===== config.mk =====
export PLATFORM = sky130hd
export DESIGN_NAME = safe_torque_off_logic
export DESIGN_NICKNAME = d
export VERILOG_FILES = /design/src/design/sto_pkg.sv /design/src/design/safe_torque_off_logic.sv
export VERILOG_INCLUDE_DIRS = /design/src /design/src/design
export SDC_FILE = /design/constraint.sdc
export NUM_CORES = 1
export LEC_CHECK = 0
export BUFFER_PORTS_ARGS = -buffer_cell sky130_fd_sc_hd__buf_2
export CAP_MARGIN = 20
export CORE_UTILIZATION = 50
export CTS_CLUSTER_SIZE = 10
export DETAILED_ROUTE_END_ITERATION = 8
export PLACE_DENSITY = 0.81
export SLEW_MARGIN = 20
export SYNTH_ARGS = -nofsm -noshare
export SYNTH_HDL_FRONTEND = slang
export SYNTH_SLANG_ARGS = --single-unit

===== constraint.sdc =====
create_clock -name i_mclk -period 3.8 [get_ports i_mclk]
set_input_delay 0.38 -clock i_mclk [delete_from_list [all_inputs] [get_ports i_mclk]]
set_output_delay 0.38 -clock i_mclk [all_outputs]
set_load 0.03 [all_outputs]

===== src/design/sto_defines.svh =====
`ifndef STO_DEFINES_SVH
`define STO_DEFINES_SVH
// register byte offsets
`define STO_ADDR_CTRL 8'h00
`define STO_ADDR_FSEL 8'h04
`define STO_ADDR_ACT 8'h08
`define STO_ADDR_REL 8'h0c
`define STO_ADDR_SHUT 8'h10
`define STO_ADDR_STAT 8'h14
`define STO_ADDR_IST 8'h18
`define STO_ADDR_IMSK 8'h1c
// control fields
`define STO_CTRL_TRIP 0
`define STO_CTRL_DISC 1
`define STO_CTRL_DISP 3:2
`define STO_CTRL_RST 4'h4
`define STO_DISP_TRIP 2'h2
// shared output terminal codes
`define STO_FN_MON 8'h60
`define STO_FN_NONE 8'h00
`define STO_ACT_NO 8'h00
// discrepancy times in 10 ms units
`define STO_DISC_RST 13'h0001
`define STO_DISC_MAX 13'h1770
`define STO_CNT_SAT 13'h1fff
// timing
`define STO_CLK_NS 50
`define STO_TICK_NS 10000000
`define STO_TICK_CYC (`STO_TICK_NS / `STO_CLK_NS)
`define STO_RESP_NS 20000000
`define STO_RESP_CYC (`STO_RESP_NS / `STO_CLK_NS)
`endif


===== src/design/sto_pkg.sv =====
package sto_pkg;
    // channel pair state, gray along off-split-on-split
    typedef enum logic [1:0] {
        CH_OFF = 2'h0,
        CH_SPLIT_REL = 2'h1,
        CH_ON = 2'h3,
        CH_SPLIT_SHUT = 2'h2
    } chan_e;
    // whole block state
    typedef struct packed {
        logic [2:0] s1; // sync stage 1 {switch,b,a}
        logic [2:0] s2;
        logic [2:0] s3;
        logic [2:0] filt; // agreed levels
        logic sw_prev; // switch level one cycle ago
        chan_e ch;
        logic [17:0] sub; // clocks within one 10 ms tick
        logic [12:0] cnt; // ticks since split
        logic standby;
        logic tripped;
        logic dual;
        logic drive;
        logic external_device_monitor;
        logic term;
        logic [3:0] ctrl;
        logic [7:0] fsel;
        logic [7:0] act;
        logic [12:0] rel;
        logic [12:0] shut;
        logic [3:0] ist;
        logic [3:0] imsk;
        logic [31:0] prdata;
        logic pslverr;
    } state_s;
endpackage : sto_pkg


===== src/design/safe_torque_off_logic.sv =====
`timescale 1ns/1ps
`include "sto_defines.svh"
// Notes on behaviour
// - channel permits only while input energised
// - either request inactive blocks output stage
// - output removed within 20 ms
// - no latching; run command restarts output
// - trip option holds stop until reset
// - discrepancy option holds standby until both
// - monitor switch forces code 96, state 00
// - writes to shared settings refused while on
// - switch off sets no assignment
// - monitor on only both off, no fault
// - internal fault keeps output blocked
// - release and shutoff limits, zero disables
// - trip code on dual shutoff request
module safe_torque_off_logic #(
    parameter int TICK_CYCLES = `STO_TICK_CYC
) (
    // clock, reset, enable
    input wire logic i_mclk,
    input wire logic i_resetn,
    input wire logic i_ce,
    // safety pins, high = contact closed
    input wire logic i_shutoff_request_a,
    input wire logic i_shutoff_request_b,
    input wire logic i_monitor_switch,
    // drive control, same clock
    input wire logic i_run_cmd,
    input wire logic i_error_reset,
    input wire logic i_diag_fault,
    // apb slave
    input wire logic i_psel,
    input wire logic i_penable,
    input wire logic i_pwrite,
    input wire logic [7:0] i_paddr,
    input wire logic [31:0] i_pwdata,
    output logic o_pready,
    output logic [31:0] o_prdata,
    output logic o_pslverr,
    // outputs
    output logic o_drive_enable,
    output logic o_external_device_monitor,
    output logic o_shared_output_terminal,
    output logic o_irq
);

    sto_pkg::state_s st_q; // registered state
    sto_pkg::state_s st_d; // next state
    logic ch_a; // channel a permits
    logic ch_b; // channel b permits
    logic sw_on; // monitor switch on
    logic [3:0] ev; // interrupt events
    logic [12:0] lim; // active discrepancy limit
    logic wr; // apb write access
    logic setup; // apb setup cycle

    // reset image of the state
    localparam sto_pkg::state_s ST_RST = '{
        ch: sto_pkg::CH_OFF,
        ctrl: `STO_CTRL_RST,
        fsel: `STO_FN_NONE,
        act: `STO_ACT_NO,
        rel: `STO_DISC_RST,
        shut: `STO_DISC_RST,
        default: '0
    };

    // offset decode
    function automatic logic reg_hit(input logic [7:0] a);
        reg_hit = (a[1:0] == 2'h0) && (a <= `STO_ADDR_IMSK);
    endfunction : reg_hit

    // read mux
    function automatic logic [31:0] reg_rd(input logic [7:0] a, input sto_pkg::state_s s);
        reg_rd = 32'h0;
        case (a)
            `STO_ADDR_CTRL: reg_rd = {28'h0, s.ctrl};
            `STO_ADDR_FSEL: reg_rd = {24'h0, s.fsel};
            `STO_ADDR_ACT: reg_rd = {24'h0, s.act};
            `STO_ADDR_REL: reg_rd = {19'h0, s.rel};
            `STO_ADDR_SHUT: reg_rd = {19'h0, s.shut};
            `STO_ADDR_STAT: reg_rd = {20'h0, s.ch, s.term, s.external_device_monitor, s.drive, s.dual, s.tripped,
                                      s.standby, s.sw_prev, s.filt[2], s.filt[1], s.filt[0]};
            `STO_ADDR_IST: reg_rd = {28'h0, s.ist};
            `STO_ADDR_IMSK: reg_rd = {28'h0, s.imsk};
            default: reg_rd = 32'h0;
        endcase
    endfunction : reg_rd

    // clamp a written time to the allowed span
    function automatic logic [12:0] clamp_t(input logic [31:0] w);
        clamp_t = (w > {19'h0, `STO_DISC_MAX}) ? `STO_DISC_MAX : w[12:0];
    endfunction : clamp_t

    assign ch_a = st_q.filt[0];
    assign ch_b = st_q.filt[1];
    assign sw_on = st_q.filt[2];
    assign lim = (st_q.ch == sto_pkg::CH_SPLIT_REL) ? st_q.rel : st_q.shut;
    assign wr = i_psel && i_penable && i_pwrite && reg_hit(i_paddr);
    assign setup = i_psel && !i_penable;

    // next-state logic
    always_comb begin
        st_d = st_q;
        ev = 4'h0;
        // three-stage pin sync, change taken once stages 2 and 3 agree
        st_d.s1 = {i_monitor_switch, i_shutoff_request_b, i_shutoff_request_a};
        st_d.s2 = st_q.s1;
        st_d.s3 = st_q.s2;
        for (int i = 0; i < 3; i++) begin
            if (st_q.s2[i] == st_q.s3[i]) begin
                st_d.filt[i] = st_q.s3[i];
            end
        end
        // channel pair tracking
        case (st_q.ch)
            sto_pkg::CH_OFF: begin
                if (ch_a && ch_b) begin
                    st_d.ch = sto_pkg::CH_ON;
                end else if (ch_a || ch_b) begin
                    st_d.ch = sto_pkg::CH_SPLIT_REL;
                end
            end
            sto_pkg::CH_SPLIT_REL, sto_pkg::CH_SPLIT_SHUT: begin
                if (ch_a && ch_b) begin
                    st_d.ch = sto_pkg::CH_ON;
                end else if (!ch_a && !ch_b) begin
                    st_d.ch = sto_pkg::CH_OFF;
                end
            end
            sto_pkg::CH_ON: begin
                if (!ch_a && !ch_b) begin
                    st_d.ch = sto_pkg::CH_OFF;
                end else if (!(ch_a && ch_b)) begin
                    st_d.ch = sto_pkg::CH_SPLIT_SHUT;
                end
            end
            default: st_d.ch = sto_pkg::CH_OFF;
        endcase
        // discrepancy timer: 10 ms ticks from first change
        if (st_d.ch != st_q.ch) begin
            st_d.sub = 18'h0;
            st_d.cnt = 13'h0;
        end else if (st_q.ch[0] != st_q.ch[1]) begin
            if (st_q.sub == 18'(TICK_CYCLES - 1)) begin
                st_d.sub = 18'h0;
                if (st_q.cnt != `STO_CNT_SAT) begin
                    st_d.cnt = st_q.cnt + 13'h1;
                end
            end else begin
                st_d.sub = st_q.sub + 18'h1;
            end
        end
        // standby on discrepancy overrun, left only with both permitted
        if (st_q.ctrl[`STO_CTRL_DISC] && (st_q.ch[0] != st_q.ch[1]) && (lim != 13'h0)
            && (st_q.cnt >= lim)) begin
            st_d.standby = 1'b1;
        end else if (ch_a && ch_b) begin
            st_d.standby = 1'b0;
        end
        // trip latches, error reset clears, a new request wins
        if (i_error_reset) begin
            st_d.tripped = 1'b0;
            st_d.dual = 1'b0;
        end
        if (st_q.ctrl[`STO_CTRL_TRIP] && !(ch_a && ch_b)) begin
            st_d.tripped = 1'b1;
        end
        if ((st_q.ctrl[`STO_CTRL_DISP] == `STO_DISP_TRIP) && !ch_a && !ch_b) begin
            st_d.dual = 1'b1;
        end
        // output stage gate, restarts with no latch
        st_d.drive = ch_a && ch_b && i_run_cmd && !i_diag_fault
            && !st_q.tripped && !st_q.standby && !st_q.dual;
        // monitor signal
        st_d.external_device_monitor = !ch_a && !ch_b && !i_diag_fault;
        // apb read capture in setup
        if (setup) begin
            st_d.prdata = reg_rd(i_paddr, st_q);
            st_d.pslverr = !reg_hit(i_paddr);
        end
        // apb writes at access edge
        if (wr) begin
            case (i_paddr)
                `STO_ADDR_CTRL: st_d.ctrl = i_pwdata[3:0];
                `STO_ADDR_FSEL: st_d.fsel = i_pwdata[7:0];
                `STO_ADDR_ACT: st_d.act = i_pwdata[7:0];
                `STO_ADDR_REL: st_d.rel = clamp_t(i_pwdata);
                `STO_ADDR_SHUT: st_d.shut = clamp_t(i_pwdata);
                `STO_ADDR_IST: st_d.ist = st_q.ist & ~i_pwdata[3:0];
                `STO_ADDR_IMSK: st_d.imsk = i_pwdata[3:0];
                default: st_d.ist = st_d.ist;
            endcase
        end
        // monitor switch owns the shared terminal settings
        if (sw_on) begin
            st_d.fsel = `STO_FN_MON;
            st_d.act = `STO_ACT_NO;
        end else if (st_q.sw_prev) begin
            st_d.fsel = `STO_FN_NONE;
        end
        st_d.sw_prev = sw_on;
        // shared terminal shows monitor when assigned, inverted if closed-type
        st_d.term = (st_q.fsel == `STO_FN_MON) && (st_d.external_device_monitor ^ st_q.act[0]);
        // sticky events, set beats clear
        ev[0] = st_q.drive && !st_d.drive;
        ev[1] = st_d.tripped && !st_q.tripped;
        ev[2] = st_d.standby && !st_q.standby;
        ev[3] = i_diag_fault;
        st_d.ist = st_d.ist | ev;
    end

    // state register, frozen while enable low
    always_ff @(posedge i_mclk) begin
        if (!i_resetn) begin
            st_q <= ST_RST;
        end else if (i_ce) begin
            st_q <= st_d;
        end
    end

    // outputs
    assign o_pready = i_ce;
    assign o_prdata = st_q.prdata;
    assign o_pslverr = st_q.pslverr;
    assign o_drive_enable = st_q.drive;
    assign o_external_device_monitor = st_q.external_device_monitor;
    assign o_shared_output_terminal = st_q.term;
    assign o_irq = |(st_q.ist & st_q.imsk);

    // response timer: cycles of drive while a request is inactive
    logic [18:0] resp_q;
    always_ff @(posedge i_mclk) begin
        if (!i_resetn || (i_shutoff_request_a && i_shutoff_request_b) || !o_drive_enable) begin
            resp_q <= 19'h0;
        end else if (i_ce) begin
            resp_q <= resp_q + 19'h1;
        end
    end
endmodule : safe_torque_off_logic


==> flow_metrics.env, run 1 <==
export IMPL_outcome="complete, no violations"
export IMPL_skew_ps=6.69
export IMPL_finalSetupViolations=0
export IMPL_hpwl_um=12000
export IMPL_yosysMostFrequentCell="dfxtp_1"
export IMPL_slew_viol_final=0
export IMPL_nets=874
export IMPL_synth_cells=765
export IMPL_via_per_inst=6.12
export IMPL_synth_top_cells_by_count="dfxtp_1 (120), nor2_1 (79), nand2_1 (67)"
export IMPL_worstRegToRegCells=9
export IMPL_ys_ff_latch=120
export IMPL_rows=41
export IMPL_dieWidth_um=116
export IMPL_synth_cell_types=75
export IMPL_multi_input_area_sq_um=3740
export IMPL_min_from="i_shutoff_request_a"
export IMPL_worstPathMaxFanout=17
export IMPL_core_sq_um=12700
export IMPL_netlist_area_leader_share_pct=36.7
export IMPL_dr_pass1_iters=5
export IMPL_drive_above_1_share_pct=17.9
export IMPL_synthToLayoutAreaGrowth_pct=13.5
export IMPL_htree_levels=4
export IMPL_fin_crit_ps=3110
export IMPL_whs_endpoint="st_d[133]"
export IMPL_track_usage_pct=27.2
export IMPL_final_hold_violation_count=0
export IMPL_nFillCells=1134
export IMPL_clkLatencyLatePin_ps=430
export IMPL_cap_violations=0
export IMPL_seqCellArea_sq_um=2400
export IMPL_start_util_pct=51.6
export IMPL_postSynth_asyncResetShare_pct=0
export IMPL_n_antenna_cell=0
export IMPL_fin_crit_sh_pct=81.9
export IMPL_grt_max_degree=53
export IMPL_ios=90
export IMPL_cts_tree="done"
export IMPL_rrSetupSlack_ps=690
export IMPL_crit_type="register to register"
export IMPL_cts_sinks=120
export IMPL_setup_worst_path_end_class="register"
export IMPL_overflow=0
export IMPL_timing_fmax_ghz=0.321
export IMPL_r2r_end="st_q[98]"
export IMPL_place_gp_congestion=0.974
export IMPL_design_area_sq_um=7430
export IMPL_relSlewSlack_pct=33.4
export IMPL_netlist_area_sq_um=6540
export IMPL_synth_area_leaders="dfxtp_1 (37%), mux2i_1 (5.8%), nor2_1 (4.5%)"
export IMPL_cts_resized=0
export IMPL_clkTransAtPathRegs_ps=60
export IMPL_antenna_found_initial=0
export IMPL_fin_tns_setup_ps=0
export IMPL_required_ps=4140
export IMPL_clockBufferDepth=2
export IMPL_io_buffers=70
export IMPL_synth_edf_count=0
export IMPL_dieArea_sq_um=13500
export IMPL_yosysSeqAreaShare_pct=36.7
export IMPL_syn_avg_cell_area_sq_um=8.55
export IMPL_yosysTopAreaCell="dfxtp_1"
export IMPL_drc=0
export IMPL_rsz0062_at_grt="false"
export IMPL_routed_wl_um=17500
export IMPL_ant_nets=0
export IMPL_irDropWorstVdd_mv=0.341
export IMPL_yosysWarnings=0
export IMPL_chipHeight_um=116
export IMPL_cts_buffers=17
export IMPL_dr_total_vias=6046
export IMPL_tightest_slew_ps=994
export IMPL_drt_iter0_markers=676
export IMPL_hp_class="input pin to register"
export IMPL_drt_wirelength_per_cell_um=17.7
export IMPL_p_per_area_nw_per_um2=424
export IMPL_cp_data_arrival_time_ps=3450
export IMPL_ctsHoldBuffers=0
export IMPL_grt_pass1_vias=5581
export IMPL_clock_root_buffer="clkbuf_16"
export IMPL_place_area_sq_um=6820
export IMPL_r2r_start="st_q[124]"
export IMPL_worstSetupStartpointType="register"
export IMPL_dominantRegCellSynth="dfxtp_1"
export IMPL_p_leak_nw=2.77
export IMPL_min_path_cells=3
export IMPL_cts_setup_buffers=0
export IMPL_grt_pass1_wl_um=28100
cell families (layout without fill, tap and decap cells):
| group | Yosys count | after routing | share of synthesized area [%] |
|---|---|---|---|
| other | 1 | 19 | 0.0573 |
| multiplexers | 42 | 42 | 6.50 |
| flip-flops | 120 | 120 | 36.7 |
| AND/OR/NAND/NOR | 276 | 276 | 21.1 |
| adder cells (fa/ha/maj) | 20 | 20 | 3.79 |
| AO/OA/AOI/OAI | 199 | 199 | 22.4 |
| buffers and inverters | 91 | 124 | 7.30 |
| XOR/XNOR | 16 | 16 | 2.14 |
layout by cell type, fill, tap and decap left out, drive strengths merged, types with 16 or more instances in the layout:
master and count:
conb 19, ha 19, clkbuf 18, a21oi 44, o21ai 22, a22oi 27
nor2 80, dfxtp 120, mux2i 38, nand4 23, inv 16, nand2 68
buf 78, nand3 25
sequential cells by signal (all words and copies together), names as in the netlist:
register	count
ch_a	1
ch_b	1
o_drive_enable	1
o_external_device_monitor	1
o_prdata	13
o_pslverr	1
o_shared_output_terminal	1
st_d	7
st_q	94
critical path, cell delays in order (launching register included):
cell      delay, ps
dfxtp_1         550
inv_1           120
ha_1            360
nor2b_1         190
a311o_1         340
a221oi_2        220
buf_4           250
and2_1          410
nand2_1         240
o32ai_1         330
worst max path at each step:
stage	start	end	slack [ps]	cells after the start
final	st_q[124]	st_q[98]	690	9
after global routing	st_q[124]	st_q[98]	430	9
after CTS	st_q[124]	st_q[98]	730	9
after detailed placement	st_q[124]	st_q[98]	760	9
after global placement	st_q[124]	st_q[98]	880	9
after floorplan	st_q[124]	st_q[110]	1030	10
per-layer routing:
metal,global-route usage (%),share of wire (%)
met4,13.6,2.5
met1,35.9,45
met3,6.07,7.5
met2,41.7,45
met5,0,0
stage by stage:
step	util [%]	hold slack, ps	instances	setup WS (ps)	total power [W]
after floorplan	-	426	783	1030	0.00146
after global placement	53.8	437	956	884	0.00151
after detailed placement	53.8	446	956	758	0.00151
after CTS	58.6	185	988	725	0.00316
after global routing	58.6	200	988	433	0.00324
final	58.6	188	988	688	0.00315
cell type report:
| class | instances | share of cell area (%) |
|---|---|---|
| clock buffer | 18 | 5.91 |
| clock inverter | 14 | 2.31 |
| inverter | 14 | 0.708 |
| multi-input combinational | 572 | 50.3 |
| sequential | 120 | 32.3 |
| tap | 172 | 2.90 |
| timing repair buffer | 78 | 5.53 |
power by group:
part,internal [W],leakage (nW),total [W],switching (W)
registers,0.00127,0.969,0.00128,0.0000103
clock network,0.00105,0.293,0.00166,0.000614
logic,0.0000613,1.51,0.000208,0.000147
total,0.00238,2.77,0.00315,0.000771
Power figures use the tool's default switching activity.
==> run 2, diff against run 1 <==
Settings changed: PLACE_DENSITY 0.81 to 0.84.
Clock period 3.8 ns to 2.8 ns, I/O delays scaled along.
==> run 2 against run 1 <==
Net effect:
- combinational power increased by 41%
- register-to-register slack lost 540 ps
- routed wire length is 1.7% higher
- setup slack lost 540 ps
- critical path depth increased by 1
- clock skew increased by 0.92 ps
- clock-buffer cell count up 3
- critical path type unchanged
- via count increased by 1.5%
- final cell count up 1.6%
- sequential cell count unchanged
==> flow_metrics.env, run 2 (synthesis gave the netlist of run 1 again) <==
export IMPL_slew_viol_final=0
export IMPL_hpwl_um=12700
export IMPL_irDropWorstVdd_mv=0.473
export IMPL_chipHeight_um=116
export IMPL_final_hold_violation_count=0
export IMPL_drive_above_1_share_pct=19.7
export IMPL_place_gp_congestion=0.950
export IMPL_ant_nets=0
export IMPL_cap_violations=0
export IMPL_highest_layer="met4"
export IMPL_setup_worst_path_end_class="register"
export IMPL_nFillCells=1082
export IMPL_antenna_found_initial=0
export IMPL_hp_class="input pin to register"
export IMPL_htree_levels=4
export IMPL_p_leak_nw=2.87
export IMPL_worstSetupStartpointType="register"
export IMPL_start_util_pct=51.6
export IMPL_dieWidth_um=116
export IMPL_track_usage_pct=27.1
export IMPL_clkTransAtPathRegs_ps=50
export IMPL_grt_max_degree=43
export IMPL_cts_tree="done"
export IMPL_clkLatencyLatePin_ps=430
export IMPL_clock_root_buffer="clkbuf_16"
export IMPL_fin_crit_ps=2650
export IMPL_drc=0
export IMPL_cpPeakStageDelay_ps=440
export IMPL_critical_path_top_delay_family="compound AO/OA/AOI/OAI gates"
export IMPL_largest_register="st_q"
export IMPL_cts_sinks=120
export IMPL_crit_type="register to register"
export IMPL_outcome="complete, no violations"
export IMPL_routed_wl_met2_um=8000
export IMPL_fin_tns_setup_ps=0
export IMPL_finalSetupViolations=0
export IMPL_via_per_inst=6.11
export IMPL_timing_fmax_ghz=0.377
export IMPL_routed_wl_um=17700
export IMPL_tightest_slew_ps=755
export IMPL_power_w=0.00432
export IMPL_p_per_area_nw_per_um2=569
export IMPL_cts_buffers=17
export IMPL_n_antenna_cell=0
export IMPL_clockBufferDepth=2
export IMPL_io_buffers=70
export IMPL_critical_path_buf_inv_count=1
export IMPL_skew_ps=7.61
export IMPL_cp_common_cell="ha_1"
export IMPL_core_sq_um=12700
export IMPL_slowest_stage="dfxtp_1"
export IMPL_wl_met3_um=1410
export IMPL_crit_path_cell_trace="ha_1 > mux2i_1 > inv_1 > ha_1 > nand2b_1 > a21oi_1 > o21ai_0 > a221oi_1 > o21a_1 > o41ai_1"
export IMPL_required_ps=3090
export IMPL_ctsHoldBuffers=0
export IMPL_wl_met1_um=7630
export IMPL_largest_reg_flops=94
export IMPL_dr_total_vias=6136
export IMPL_nets=892
export IMPL_mostFrequentLayoutCells="dfxtp_1 (120), nor2_1 (79), buf_2 (70)"
export IMPL_rows=41
export IMPL_hold_slack_ps=96.8
export IMPL_ios=90
export IMPL_dieArea_sq_um=13500
export IMPL_worstPathMaxFanout=5
export IMPL_layout_commonest_cell="dfxtp_1"
export IMPL_fin_crit_sh_pct=94.8
export IMPL_relSlewSlack_pct=49.7
export IMPL_drt_wirelength_per_cell_um=17.7
export IMPL_rsz0062_at_grt="false"
export IMPL_drt_iter0_markers=696
export IMPL_synthToLayoutAreaGrowth_pct=16.0
export IMPL_overflow=0
export IMPL_grt_pass1_vias=5592
export IMPL_cp_data_arrival_time_ps=2940
export IMPL_dr_pass1_iters=7
export IMPL_grt_pass1_wl_um=28000
## run 2: worst paths after layout
kind                                        from     endpoint  slack [ps]  cells after the start
worst max-delay path                   st_q[124]     st_q[39]         150                     10
worst min-delay path            i_monitor_switch    st_d[135]         100                      3
worst max register to register         st_q[124]     st_q[39]         150                     10
worst min register to register       o_prdata[1]  o_prdata[1]         450                      2
## run 2: layout make-up
cell class / count / area, sq um / area share, %
clock buffers: 21 / 460 / 6.06
clock inverters: 9 / 149 / 1.96
inverters: 14 / 52.6 / 0.692
multi-input cells: 572 / 3770 / 49.6
flip-flops and latches: 120 / 2400 / 31.6
well taps: 172 / 215 / 2.83
repair buffers: 96 / 546 / 7.18
## run 2: tightest hold or removal path, stage by stage
cell,delay [ps]
buf_2,80
mux2i_1,60
nor2_1,70
## run 2: repair_timing
item,4_1_cts,5_1_grt
gates resized for setup,0,6
setup buffers,0,0
endpoints found under the setup margin,0,14
## run 2: through the flow
stage	utilization [%]	std cells	cell area, sq um	worst slack [ps]
2_1_floorplan	-	783	6610	29.7
3_3_place_gp	54.9	974	6950	245
3_5_place_dp	54.9	974	6950	85.7
4_1_cts	59.7	1004	7560	48.5
5_1_grt	59.9	1004	7590	1.87
6_report	59.9	1004	7590	145
## run 2: power by group
group	leakage [nW]	internal [W]	total (W)	switching, W
clock	0.303	0.00152	0.00229	0.000773
sequential	0.969	0.00172	0.00174	0.0000126
combinational	1.60	0.0000897	0.000294	0.000205
total	2.87	0.00333	0.00432	0.000990
## run 2: routing by layer
metal / GRT usage (%) / vias up
met1: 34.6 / 2885
met4: 15.4 / 0
li1: - / 2915
met5: 0 / -
met3: 5.97 / 55
met2: 42.1 / 281
